$ cat config.mk
export PLATFORM = sky130hd
export DESIGN_NAME = fault_alarm_aggregator
export DESIGN_NICKNAME = d
export VERILOG_FILES = /design/src/hw/fault_alarm_pkg.sv /design/src/hw/fault_input_sync.sv /design/src/hw/fault_alarm_aggregator.sv
export SDC_FILE = /design/constraint.sdc
export NUM_CORES = 1
export LEC_CHECK = 0
export ABC_AREA = 1
export BUFFER_PORTS_ARGS = -buffer_cell sky130_fd_sc_hd__buf_4
export CORE_MARGIN = 3
export CORE_UTILIZATION = 45
export DETAILED_ROUTE_END_ITERATION = 6
export GPL_ROUTABILITY_DRIVEN = 0
export MAX_ROUTING_LAYER = met4
export PLACE_DENSITY = 0.68
export SLEW_MARGIN = 40
export SYNTH_ARGS = -nofsm -noshare
export SYNTH_HDL_FRONTEND = slang
export SYNTH_SLANG_ARGS = --single-unit
$ cat constraint.sdc
create_clock -name sys_clk -period 2.3 [get_ports sys_clk]
set_input_delay 0.345 -clock sys_clk [delete_from_list [all_inputs] [get_ports sys_clk]]
set_output_delay 0.345 -clock sys_clk [all_outputs]
set_load 0.03 [all_outputs]
$ cat src/hw/fault_alarm_pkg.sv
// Package: fault source indices, masks, register offsets and indicator codes for the fault alarm aggregator
//
// Overview of operation
// - Faults split into common and downconverter classes
// - Every source except external mute raises alarm
// - Summary alarm raises redundancy change-over request
// - External mute never raises the summary alarm
// - Every source reported and forces indicator red
// - Indicator green none, amber standby, red fault
// - Common faults mute output and raise alarm
// - Listed downconverter faults alarm without muting
// - LO and SHF faults mute and alarm
// - External mute mutes; mute independent of alarm
// - Thermal sensor drives over-temperature fault source
// - Both fault relays switch together from alarm
// - Relays normal when healthy, changed over on alarm
package fault_alarm_pkg;

  localparam int NUM_COMMON = 9;
  localparam int NUM_DEVICE = 10;
  localparam int NUM_FAULTS = NUM_COMMON + NUM_DEVICE;

  // Common unit fault bit positions
  localparam int F_PSU_5V     = 0;
  localparam int F_PSU_P15V   = 1;
  localparam int F_PSU_N15V   = 2;
  localparam int F_PSU_P36V   = 3;
  localparam int F_TEMP       = 4;
  localparam int F_HUMIDITY   = 5;
  localparam int F_GENERAL    = 6;
  localparam int F_REF_100M   = 7;
  localparam int F_COAX_SW    = 8;
  // Downconverter fault bit positions
  localparam int F_BLOCK      = 9;
  localparam int F_PSU_P3V    = 10;
  localparam int F_DC_FEED    = 11;
  localparam int F_PSU_P5V    = 12;
  localparam int F_LO1        = 13;
  localparam int F_LO2        = 14;
  localparam int F_INT_BLOCK  = 15;
  localparam int F_EXT_FAULT  = 16;
  localparam int F_INT_SHF    = 17;
  localparam int F_EXT_MUTE   = 18;

  // Per source: does it mute, does it raise the summary alarm
  // Common faults, both LOs, internal SHF and external mute; not external fault
  localparam logic [NUM_FAULTS-1:0] MUTE_MASK  = 19'h661FF;
  localparam logic [NUM_FAULTS-1:0] ALARM_MASK = 19'h3FFFF;
  localparam logic [NUM_FAULTS-1:0] COMMON_MASK = 19'h001FF;

  // Register map (word addresses on the plain port)
  localparam int ADDR_W = 4;
  localparam logic [ADDR_W-1:0] REG_FAULT_NOW  = 4'h0;
  localparam logic [ADDR_W-1:0] REG_SUMMARY    = 4'h1;
  localparam logic [ADDR_W-1:0] REG_EVT_STATUS = 4'h2;
  localparam logic [ADDR_W-1:0] REG_EVT_ENABLE = 4'h3;
  localparam logic [ADDR_W-1:0] REG_EVT_CLEAR  = 4'h4;
  localparam logic [ADDR_W-1:0] REG_CONTROL    = 4'h5;
  localparam logic [ADDR_W-1:0] REG_FORCE      = 4'h6;

  // Control register bits
  localparam int CTRL_REDUNDANT = 0;
  localparam int CTRL_STANDBY   = 1;
  localparam int CTRL_W         = 2;

  // Event status bits: fault rise per source, then alarm rise, mute rise
  localparam int EVT_ALARM = NUM_FAULTS;
  localparam int EVT_MUTE  = NUM_FAULTS + 1;
  localparam int EVT_W     = NUM_FAULTS + 2;

  localparam logic [NUM_FAULTS-1:0] FAULT_RESET = '0;
  localparam logic [EVT_W-1:0]      EVT_RESET   = '0;
  localparam logic [CTRL_W-1:0]     CTRL_RESET  = 2'h0;

  typedef enum logic [1:0] {
    LED_OFF,
    LED_GREEN,
    LED_AMBER,
    LED_RED
  } led_type;

endpackage : fault_alarm_pkg

$ cat src/hw/fault_input_sync.sv
// Three-stage synchroniser with agreement filter for a vector of fault pins
`timescale 1ns/1ps
module fault_input_sync
  import fault_alarm_pkg::*;
#(
  parameter int WIDTH = NUM_FAULTS
) (
  input  wire logic             sys_clk,
  input  wire logic             rst_n,
  input  wire logic [WIDTH-1:0] pin_in,
  output logic      [WIDTH-1:0] level_out
);

  logic [WIDTH-1:0] stage1;
  logic [WIDTH-1:0] stage2;
  logic [WIDTH-1:0] stage3;
  logic [WIDTH-1:0] level;
  logic [WIDTH-1:0] next_level;

  // A bit changes only when the second and third stages agree
  always_comb begin
    next_level = level;
    for (int i = 0; i < WIDTH; i++) begin
      if (stage2[i] == stage3[i]) begin
        next_level[i] = stage3[i];
      end
    end
  end

  // Stage one feeds only stage two, keeping metastability contained
  always_ff @(posedge sys_clk) begin
    if (!rst_n) begin
      stage1 <= '0;
      stage2 <= '0;
      stage3 <= '0;
      level  <= '0;
    end else begin
      stage1 <= pin_in;
      stage2 <= stage1;
      stage3 <= stage2;
      level  <= next_level;
    end
  end

  assign level_out = level;

endmodule : fault_input_sync

$ cat src/hw/fault_alarm_aggregator.sv
// Top module: collects fault sources and drives alarm, mute, relays, indicator and interrupt
//
// Added by the designer: the plain strobed port and the register addresses.
`timescale 1ns/1ps
module fault_alarm_aggregator
  import fault_alarm_pkg::*;
(
  input  wire logic                  sys_clk,
  input  wire logic                  rst_n,
  // Common unit fault detectors
  input  wire logic                  psu_5v_fault,
  input  wire logic                  psu_p15v_fault,
  input  wire logic                  psu_n15v_fault,
  input  wire logic                  psu_p36v_fault,
  input  wire logic                  thermal_sensor_alarm,
  input  wire logic                  humidity_fault,
  input  wire logic                  general_fault,
  input  wire logic                  ref_100m_fault,
  input  wire logic                  coax_switch_fault,
  // Downconverter fault detectors and external inputs
  input  wire logic                  block_fault,
  input  wire logic                  psu_p3v_fault,
  input  wire logic                  dc_feed_fault,
  input  wire logic                  psu_p5v_fault,
  input  wire logic                  lo1_fault,
  input  wire logic                  lo2_fault,
  input  wire logic                  int_block_fault,
  input  wire logic                  ext_fault,
  input  wire logic                  int_shf_fault,
  input  wire logic                  ext_mute,
  // Register port
  input  wire logic [ADDR_W-1:0]     reg_addr,
  input  wire logic [31:0]           reg_wdata,
  input  wire logic                  reg_wr,
  input  wire logic                  reg_rd,
  output logic      [31:0]           reg_rdata,
  // Results
  output logic                       summary_alarm,
  output logic                       changeover_req,
  output logic                       output_mute,
  output logic                       relay_a_drive,
  output logic                       relay_b_drive,
  output led_type                    status_led,
  output logic      [NUM_FAULTS-1:0] fault_report,
  output logic                       irq
);

  ////////////////////////////////////////////////////////////////////////////
  // Input capture

  logic [NUM_FAULTS-1:0] raw_faults;
  logic [NUM_FAULTS-1:0] sync_faults;

  // Pack pins by class: common first, then downconverter
  always_comb begin
    raw_faults              = '0;
    raw_faults[F_PSU_5V]    = psu_5v_fault;
    raw_faults[F_PSU_P15V]  = psu_p15v_fault;
    raw_faults[F_PSU_N15V]  = psu_n15v_fault;
    raw_faults[F_PSU_P36V]  = psu_p36v_fault;
    raw_faults[F_TEMP]      = thermal_sensor_alarm;
    raw_faults[F_HUMIDITY]  = humidity_fault;
    raw_faults[F_GENERAL]   = general_fault;
    raw_faults[F_REF_100M]  = ref_100m_fault;
    raw_faults[F_COAX_SW]   = coax_switch_fault;
    raw_faults[F_BLOCK]     = block_fault;
    raw_faults[F_PSU_P3V]   = psu_p3v_fault;
    raw_faults[F_DC_FEED]   = dc_feed_fault;
    raw_faults[F_PSU_P5V]   = psu_p5v_fault;
    raw_faults[F_LO1]       = lo1_fault;
    raw_faults[F_LO2]       = lo2_fault;
    raw_faults[F_INT_BLOCK] = int_block_fault;
    raw_faults[F_EXT_FAULT] = ext_fault;
    raw_faults[F_INT_SHF]   = int_shf_fault;
    raw_faults[F_EXT_MUTE]  = ext_mute;
  end

  // Pins come from outside the clock domain
  fault_input_sync #(
    .WIDTH (NUM_FAULTS)
  ) u_sync (
    .sys_clk   (sys_clk),
    .rst_n     (rst_n),
    .pin_in    (raw_faults),
    .level_out (sync_faults)
  );

  ////////////////////////////////////////////////////////////////////////////
  // Registers

  logic [CTRL_W-1:0]     control;
  logic [CTRL_W-1:0]     next_control;
  logic [NUM_FAULTS-1:0] force_faults;
  logic [NUM_FAULTS-1:0] next_force_faults;
  logic [EVT_W-1:0]      evt_status;
  logic [EVT_W-1:0]      next_evt_status;
  logic [EVT_W-1:0]      evt_enable;
  logic [EVT_W-1:0]      next_evt_enable;
  logic [31:0]           next_reg_rdata;

  // Outputs and the previous-state copies used for edge events
  logic [NUM_FAULTS-1:0] active;
  logic                  next_summary_alarm;
  logic                  next_changeover_req;
  logic                  next_output_mute;
  led_type               next_status_led;
  logic                  next_irq;
  logic [NUM_FAULTS-1:0] prev_faults;
  logic                  prev_alarm;
  logic                  prev_mute;
  logic [EVT_W-1:0]      evt_rise;

  // Software may inject faults for test; they merge with the real ones
  assign active = sync_faults | force_faults;

  // Reduction helpers shared by the outputs
  function automatic logic any_masked(input logic [NUM_FAULTS-1:0] f, input logic [NUM_FAULTS-1:0] m);
    any_masked = |(f & m);
  endfunction : any_masked

  function automatic logic [31:0] widen_evt(input logic [EVT_W-1:0] v);
    widen_evt = {{(32-EVT_W){1'b0}}, v};
  endfunction : widen_evt

  // Rising edges of each source, of the alarm and of the mute
  always_comb begin
    evt_rise                      = '0;
    evt_rise[NUM_FAULTS-1:0]      = active & ~prev_faults;
    evt_rise[EVT_ALARM]           = summary_alarm & ~prev_alarm;
    evt_rise[EVT_MUTE]            = output_mute & ~prev_mute;
  end

  // Register writes, sticky events and read mux
  always_comb begin
    next_control      = control;
    next_force_faults = force_faults;
    next_evt_enable   = evt_enable;
    next_evt_status   = evt_status;
    next_reg_rdata    = '0;
    if (reg_wr) begin
      unique case (reg_addr)
        REG_CONTROL:    next_control      = reg_wdata[CTRL_W-1:0];
        REG_FORCE:      next_force_faults = reg_wdata[NUM_FAULTS-1:0];
        REG_EVT_ENABLE: next_evt_enable   = reg_wdata[EVT_W-1:0];
        REG_EVT_CLEAR:  next_evt_status   = evt_status & ~reg_wdata[EVT_W-1:0];
        default:        next_control      = control;
      endcase
    end
    // A new event wins over a clear in the same cycle
    next_evt_status = next_evt_status | evt_rise;
    if (reg_rd) begin
      unique case (reg_addr)
        REG_FAULT_NOW:  next_reg_rdata = {{(32-NUM_FAULTS){1'b0}}, active};
        REG_SUMMARY:    next_reg_rdata = {{(32-4){1'b0}}, summary_alarm, output_mute, status_led};
        REG_EVT_STATUS: next_reg_rdata = widen_evt(evt_status);
        REG_EVT_ENABLE: next_reg_rdata = widen_evt(evt_enable);
        REG_CONTROL:    next_reg_rdata = {{(32-CTRL_W){1'b0}}, control};
        REG_FORCE:      next_reg_rdata = {{(32-NUM_FAULTS){1'b0}}, force_faults};
        default:        next_reg_rdata = '0;
      endcase
    end
  end

  ////////////////////////////////////////////////////////////////////////////
  // Alarm, mute and indicator

  // Recomputed each cycle from the registered flags
  always_comb begin
    // External mute sits outside ALARM_MASK, so it never alarms
    next_summary_alarm  = any_masked(active, ALARM_MASK);
    // Mute ignores the alarm mask entirely
    next_output_mute    = any_masked(active, MUTE_MASK);
    // Change-over only matters when paired with a standby unit
    next_changeover_req = next_summary_alarm & control[CTRL_REDUNDANT];
    // Any source, mute included, forces red ahead of standby amber
    if (|active) begin
      next_status_led = LED_RED;
    end else if (control[CTRL_STANDBY]) begin
      next_status_led = LED_AMBER;
    end else begin
      next_status_led = LED_GREEN;
    end
    // Next enable too, so the line follows a mask write with no extra cycle
    next_irq = |(next_evt_status & next_evt_enable);
  end

  // Register port state and edge-detect copies, registered only
  always_ff @(posedge sys_clk) begin
    if (!rst_n) begin
      control      <= CTRL_RESET;
      force_faults <= FAULT_RESET;
      evt_enable   <= EVT_RESET;
      evt_status   <= EVT_RESET;
      reg_rdata    <= '0;
      prev_faults  <= FAULT_RESET;
      prev_alarm   <= 1'b0;
      prev_mute    <= 1'b0;
    end else begin
      control      <= next_control;
      force_faults <= next_force_faults;
      evt_enable   <= next_evt_enable;
      evt_status   <= next_evt_status;
      reg_rdata    <= next_reg_rdata;
      // Copies lag by one cycle so each rise is flagged exactly once
      prev_faults  <= active;
      prev_alarm   <= summary_alarm;
      prev_mute    <= output_mute;
    end
  end

  // Result outputs; each one leaves the block from a flip-flop
  always_ff @(posedge sys_clk) begin
    if (!rst_n) begin
      summary_alarm  <= 1'b0;
      changeover_req <= 1'b0;
      output_mute    <= 1'b0;
      relay_a_drive  <= 1'b0;
      relay_b_drive  <= 1'b0;
      status_led     <= LED_OFF;
      fault_report   <= FAULT_RESET;
      irq            <= 1'b0;
    end else begin
      summary_alarm  <= next_summary_alarm;
      changeover_req <= next_changeover_req;
      output_mute    <= next_output_mute;
      // Both relays from the one alarm; low keeps contacts normal
      relay_a_drive  <= next_summary_alarm;
      relay_b_drive  <= next_summary_alarm;
      status_led     <= next_status_led;
      fault_report   <= active;
      irq            <= next_irq;
    end
  end

endmodule : fault_alarm_aggregator

==> results of run 1 <==
area by class of cell:
type                            instances  area, µm²  share of cell area, %
Sequential cell                       187       3740                   43.5
Multi-Input combinational cell        578       2630                   30.6
Timing Repair Buffer                  113        873                   10.1
Inverter                              130        488                   5.67
Clock buffer                           19        443                   5.15
Tap cell                              211        264                   3.07
Clock inverter                         13        164                   1.90
cells by family (layout without fill, tap and decap cells):
kind of cell | Yosys count | in the layout | share of synthesized area (%)
other | 1 | 11 | 0.0527
AND/OR/NAND/NOR | 405 | 405 | 23.7
AO/OA/AOI/OAI | 162 | 162 | 12.7
flip-flops | 187 | 187 | 52.6
buffers and inverters | 182 | 275 | 11.0
registers in the layout (all words and copies together), names as in the netlist, 19 cells and up:
name and count:
reg_rdata 21, u_sync.stage1 19, u_sync.level_out 19, fault_report 19, force_faults 19, u_sync.stage3 19
evt_enable 21, u_sync.stage2 19, evt_status 21
report_power, final:
part           total (W)  internal (W)  switching [W]
Sequential       0.00336       0.00332      0.0000447
Combinational   0.000468      0.000166       0.000303
Clock            0.00301       0.00175        0.00126
worst register-to-register path: cells and delay by family, from the launching register on:
kind	cells	cell delay, ns
buffers and inverters	1	0.07
and+or+nand+nor	5	1.04
DFF	1	0.33
layer usage:
layer  global-route usage, %  vias to the layer above
met5                       -                        -
met4                    8.28                        0
met3                    4.81                       38
met2                    29.5                      194
met1                    26.7                     2617
li1                        -                     3106
placed cells by master, fill, tap and decap left out:
master	synthesis	routed
a221oi_1	16	16
nand3_1	25	25
nand3_4	1	1
inv_2	3	3
conb_1	1	11
clkinv_2	0	3
nand3b_1	13	13
buf_12	0	2
inv_6	0	4
bufinv_16	0	3
dfxtp_1	187	187
clkbuf_1	22	1
buf_4	14	111
nor4_1	3	3
clkinv_4	0	1
a21oi_1	79	79
a31oi_1	5	5
nor2_2	3	3
nand2_2	2	2
o22ai_1	2	2
nand4_1	5	5
a22o_1	2	2
o21ai_1	5	5
nand2_1	248	248
nor2_1	87	87
or2_2	14	14
o21ai_0	47	47
clkbuf_16	0	17
inv_1	127	127
a211oi_1	6	6
clkbuf_8	0	1
clkinvlp_4	0	2
nor3_1	4	4
worst max path at each step:
stage / startpoint / end / slack [ns] / cells after the start
floorplan: reg_wr / irq / 0.82 / 12
global placement: reg_addr[3] / force_faults[5] / 0.26 / 7
detailed placement: reg_addr[3] / force_faults[3] / 0.20 / 7
CTS: reg_addr[3] / force_faults[3] / 0.65 / 7
global route: reg_addr[3] / force_faults[16] / 0.48 / 7
finish: reg_addr[3] / force_faults[3] / 0.64 / 7
stage by stage:
stage	cells	hold WS (ns)	cell area [µm²]	setup WS (ns)
CTS	1251	0.0754	8610	0.648
finish	1251	0.0905	8610	0.636
detailed placement	1219	0.398	8000	0.197
global placement	1219	0.395	8000	0.263
floorplan	947	0.390	7150	0.819
global route	1251	0.0855	8610	0.485
==> metrics.md, run 1 <==
| Metric | Value |
|---|---|
| Yosys top cell by area | dfxtp_1 |
| Crit. End Element | flip-flop |
| Unrepaired setup endpoints after global routing | no |
| Die ar. | 17400 µm² |
| Fin crit period | 1.66 ns |
| Initial core utilization | 46.5% |
| CP top delay family | simple AND/OR/NAND/NOR gates |
| Die height | 132 µm |
| Largest net degree at the start of global routing | 84 |
| Final net count | 1086 |
| Total track usage | 20.1% |
| Worst R2R Start | u_sync.level_out[17] |
| Filler cells | 1478 |
| YS warnings | 0 |
| CTS clk-pin slew, worst paths | 0.07 ns |
| Total congestion overflow | 0 |
| # hold bufs at CTS | 0 |
| Metal-1 WL | 7.90 mm |
| Post-DRT Antenna Nets | 0 |
| Top-count cell post-synth | nand2_1 |
| Slowest-stage cell, CP | nand2_2 |
| R2R cell count | 6 |
| Worst Tran Pin Value | 0.777 ns |
| Avg WL per Cell | 13.5 µm |
| Worst Hold Depth | 3 |
| Pre-antenna DRT Iters | 5 |
| Vias | 5955 |
| First-pass GRT wire length | 27.2 mm |
| HP Start | block_fault |
| DR WL met2 | 7.43 mm |
| Yosys top cell area share | 52.6% |
| Sink Count | 187 |
| CP Data Arrival Time | 1.96 ns |
| CP Max Fanout | 28 |
| Max Cap Viol | 0 |
| Vias in the first global route | 5423 |
| Seq/Total Area, Yosys | 52.6% |
| Synth Register Bits | 187 |
| Worst hold path type | in -> reg |
| Worst skew pair latency | 0.43 ns |
| Static Leak | 4.19 nW |
| Clock buffer depth | 2 |
| Reg2reg end | changeover_req |
| Post-synth top cells | nand2_1, dfxtp_1, inv_1 |
| Maximum vdd drop | 0.000529 V |
| Post-route DRC | 0 |
| Status | completed |
| CP max stage delay | 0.43 ns |
| Tot Pwr | 0.00684 W |
| Final Util | 56.2% |
| Worst EP required | 2.60 ns |
| Area Overhead vs Synth | 20.9% |
| Netlist cell types | 27 |
| Routed WL | 16.9 mm |
| Fmax | 601 MHz |
| Met3 WL post-DR | 1.20 mm |
| Ports | 118 |
| Highest Signal Layer | met4 |
| CTS tree | yes |
| Pins Over Slew Limit | 0 |
| Most used flip-flop cell after synthesis | dfxtp_1 |
| Rows | 45 |
| Mapped Area | 7120 µm² |
| CTS-repair resized insts | 0 |
| Buf+Inv Stages, Crit Path | 2 |
| Post-synth EDFFs | 0 |
| Pwr dens | 795 nW/µm² |
| Avg Cell Area, Syn | 7.60 µm² |
| H-tree depth | 4 |
| Clock Skews | 0.00608 ns |
| Largest cells by area after synthesis | dfxtp_1, nand2_1, inv_1, a21oi_1, nor2_1 |
| Setup violators final | 0 |
| Hold Path End | u_sync.stage1[9] |
| Fin Setup TNS | 0 ns |
| CTS root buf | clkbuf_16 |
| First-iteration detailed-routing DRC count | 488 |
| Final hold vios | 0 |
| Post-CTS Setup Inserts | 0 |
| Crit-path cells | buf_4 > nor2_2 > nand2_1 > inv_2 > nand2_2 > o21ai_0 > a21oi_1 |
| Input/output buffers | 95 |
| Share of layout cells above drive strength 1 | 16.1% |
| CTS Buf Count | 17 |
| Via density | 4.76 |
| Crit start category | input port |
| Core area | 15300 µm² |
| Crit path kind | in -> reg |
| Die width | 132 µm |
| Final worst-path cycle share | 72.3% |
| Slew HR | 48.2% |
| Reg2Reg Setup Slack | 0.73 ns |
| Antenna cell count | 0 |
| Initial antenna violation count | 0 |
| DP HPWL | 11.7 mm |
| Synth Instances | 937 |
| Async SR Flop Fraction | 0% |
Power figures use the tool's default switching activity.
==> run 2, diff against run 1 <==
==> constraint.sdc (replaced) <==
create_clock -name sys_clk -period 1.6 [get_ports sys_clk]
set_input_delay 0.24 -clock sys_clk [delete_from_list [all_inputs] [get_ports sys_clk]]
set_output_delay 0.24 -clock sys_clk [all_outputs]
set_load 0.03 [all_outputs]
==> run 2 against run 1 <==
Net effect: register-to-register slack got worse by 0.62 ns; hold slack improved by 0.0091 ns; first-iteration DRC count increased by 13%; sequential power increased by 44%; largest cell class unchanged; largest power group unchanged.
==> metrics.md, run 2 (same netlist as run 1, synthesis figures left out) <==
| Metric | Value |
|---|---|
| Status | completed (unchanged) |
| Total track usage | 20.9% (was 20.1%) |
| Clock Power Share | 42.5% (was 44.0%) |
| Final worst-path cycle share | 93.2% |
| Share of layout cells above drive strength 1 | 19.9% (was 16.1%) |
| Pwr dens | 1060 nW/µm² (was 795 nW/µm²) |
| Buf+Inv Stages, Crit Path | 4 (was 2) |
| Slowest-stage cell, CP | dfxtp_1 (was nand2_2) |
| Worst EP required | 1.92 ns (was 2.60 ns) |
| Die height | 132 µm (unchanged) |
| Routed WL | 17.8 mm (was 16.9 mm) |
| Initial antenna violation count | 0 (unchanged) |
| Placed Area | 8440 µm² (was 8000 µm²) |
| CTS Buf Count | 17 (unchanged) |
| Filler cells | 1426 (was 1478) |
| Clock Skews | 0.00653 ns (was 0.00608 ns) |
| Final hold slack | 0.0996 ns (was 0.0905 ns) |
| Post-route DRC | 0 (unchanged) |
| Sw Ratio | 23.9% (was 23.5%) |
| Antenna cell count | 0 (unchanged) |
| Logic pwr share | 8.1% (was 6.8%) |
| CP max stage delay | 0.32 ns (was 0.43 ns) |
| Crit start category | flip-flop (was input port) |
| Largest net degree at the start of global routing | 68 (was 84) |
| Post-Place Worst Slack | -0.126 ns (was 0.197 ns) |
| Register Area | 3740 µm² (unchanged) |
| Flop pwr share | 49.3% (was 49.2%) |
| Final net count | 1157 (was 1086) |
| Pins Over Slew Limit | 0 (unchanged) |
| Static Leak | 4.51 nW (was 4.19 nW) |
| First-iteration detailed-routing DRC count | 550 (was 488) |
| First-pass GRT wire length | 28.4 mm (was 27.2 mm) |
| DP HPWL | 12.4 mm (was 11.7 mm) |
| Crit path kind | reg -> reg (was in -> reg) |
| Vias | 6228 (was 5955) |
| CTS clk-pin slew, worst paths | 0.07 ns (about the same) |
| H-tree depth | 4 (unchanged) |
| Top Registers | evt_enable: 21 flops, evt_status: 21 flops, reg_rdata: 21 flops (unchanged) |
| CTS root buf | clkbuf_16 (unchanged) |
| Ports | 118 (unchanged) |
| Fmax | 670 MHz |
| Crit. End Element | flip-flop (unchanged) |
| Commonest cells after routing, fill and taps aside | nand2_1, dfxtp_1, buf_4 (was nand2_1, dfxtp_1, inv_1) |
| Pre-antenna DRT Iters | 5 (unchanged) |
| Core area | 15300 µm² (unchanged) |
| Sink Count | 187 (unchanged) |
| CP Max Fanout | 3 (was 28) |
| Die width | 132 µm (unchanged) |
| CP top delay family | buffers and inverters (was simple AND/OR/NAND/NOR gates) |
| Tot Pwr | 0.00980 W (was 0.00684 W) |
| Area Overhead vs Synth | 29.6% (was 20.9%) |
| Unrepaired setup endpoints after global routing | yes (was no) |
| Area occupied by multi-input gates | 2640 µm² (was 2630 µm²) |
| Maximum vdd drop | 0.000761 V (was 0.000529 V) |
| Final hold vios | 0 (unchanged) |
| Fin crit period | 1.49 ns |
| CP Data Arrival Time | 1.81 ns (was 1.96 ns) |
| NetSw | 0.00234 W (was 0.00161 W) |
| Post-DRT Antenna Nets | 0 (unchanged) |
| CTS tree | yes (unchanged) |
| Die ar. | 17400 µm² (unchanged) |
| Avg WL per Cell | 13.4 µm (was 13.5 µm) |
| Most common cell after layout, fill and taps aside | nand2_1 (unchanged) |
| Total congestion overflow | 0 (unchanged) |
| Setup violators final | 0 (unchanged) |
| Final Util | 60.2% (was 56.2%) |
| Input/output buffers | 95 (unchanged) |
| Rows | 45 (unchanged) |
| Via density | 4.71 (was 4.76) |
| Vias in the first global route | 5567 (was 5423) |
| Min setup slack post-route | 0.108 ns (was 0.636 ns) |
| Worst skew pair latency | 0.43 ns (about the same) |
| Final instance area | 9220 µm² (was 8610 µm²) |
| Crit-path cells | inv_1 > nand2_1 > nor4_1 > buf_4 > nand3_1 > buf_4 > inv_1 > a31oi_1 (was buf_4 > nor2_2 > nand2_1 > inv_2 > nand2_2 > o21ai_0 > a21oi_1) |
| Clock buffer depth | 2 (unchanged) |
| Initial core utilization | 46.5% (unchanged) |
| Worst hold path type | in -> reg (unchanged) |
| Max Cap Viol | 0 (unchanged) |
| Cell-internal power | 0.00746 W (was 0.00523 W) |
==> run 2: stage by stage <==
| step | setup TNS (ns) | cells |
|---|---|---|
| after floorplan | 0 | 947 |
| after global placement | -0.154 | 1271 |
| after detailed placement | -0.255 | 1271 |
| after CTS | 0 | 1322 |
| after global routing | -0.00588 | 1322 |
| final | 0 | 1322 |
==> run 2: power by group through the flow <==
stage	clock network, W	logic [W]	registers [W]
floorplan	0	0.000404	0.00496
global placement	0	0.000747	0.00494
detailed placement	0	0.000755	0.00494
CTS	0.00425	0.000793	0.00483
global route	0.00445	0.000871	0.00485
finish	0.00417	0.000798	0.00483
==> run 2: worst paths after layout <==
check	from	to	slack, ns	depth (start not counted)
setup / recovery	u_sync.level_out[2]	output_mute	0.11	8
hold / removal	reg_wdata[6]	force_faults[6]	0.1	3
setup reg to reg	u_sync.level_out[2]	output_mute	0.11	8
hold reg to reg	u_sync.stage1[11]	u_sync.stage2[11]	0.41	2
==> run 2: worst reg2reg max path, delay by kind of cell (launching register included) <==
family	cells	cell delay, ns
AND/OR/NAND/NOR	3	0.50
flip-flops	1	0.32
buffers and inverters	4	0.50
AO/OA/AOI/OAI	1	0.07
==> run 2: layer usage <==
metal	routed length, µm	track usage (%)	share of wire [%]
met1	8200	28.2	46
met2	7890	30.6	44
met3	1340	5.50	7.5
met4	323	7.23	1.8
met5	0	-	0
==> run 2: repair_timing <==
action | 4_1_cts | 5_1_grt
hold endpoints to repair | 19 | 0
setup endpoints to repair | 0 | 4
hold buffers | 19 | 0
buffers inserted | 0 | 0
gates resized for setup | 0 | 2
==> run 2: final cells by class <==
class	count	area share [%]
flip-flops and latches	187	40.6
multi-input cells	578	28.6
repair buffers	184	16.3
inverters	130	5.29
clock buffers	19	4.80
well taps	211	2.86
clock inverters	13	1.55
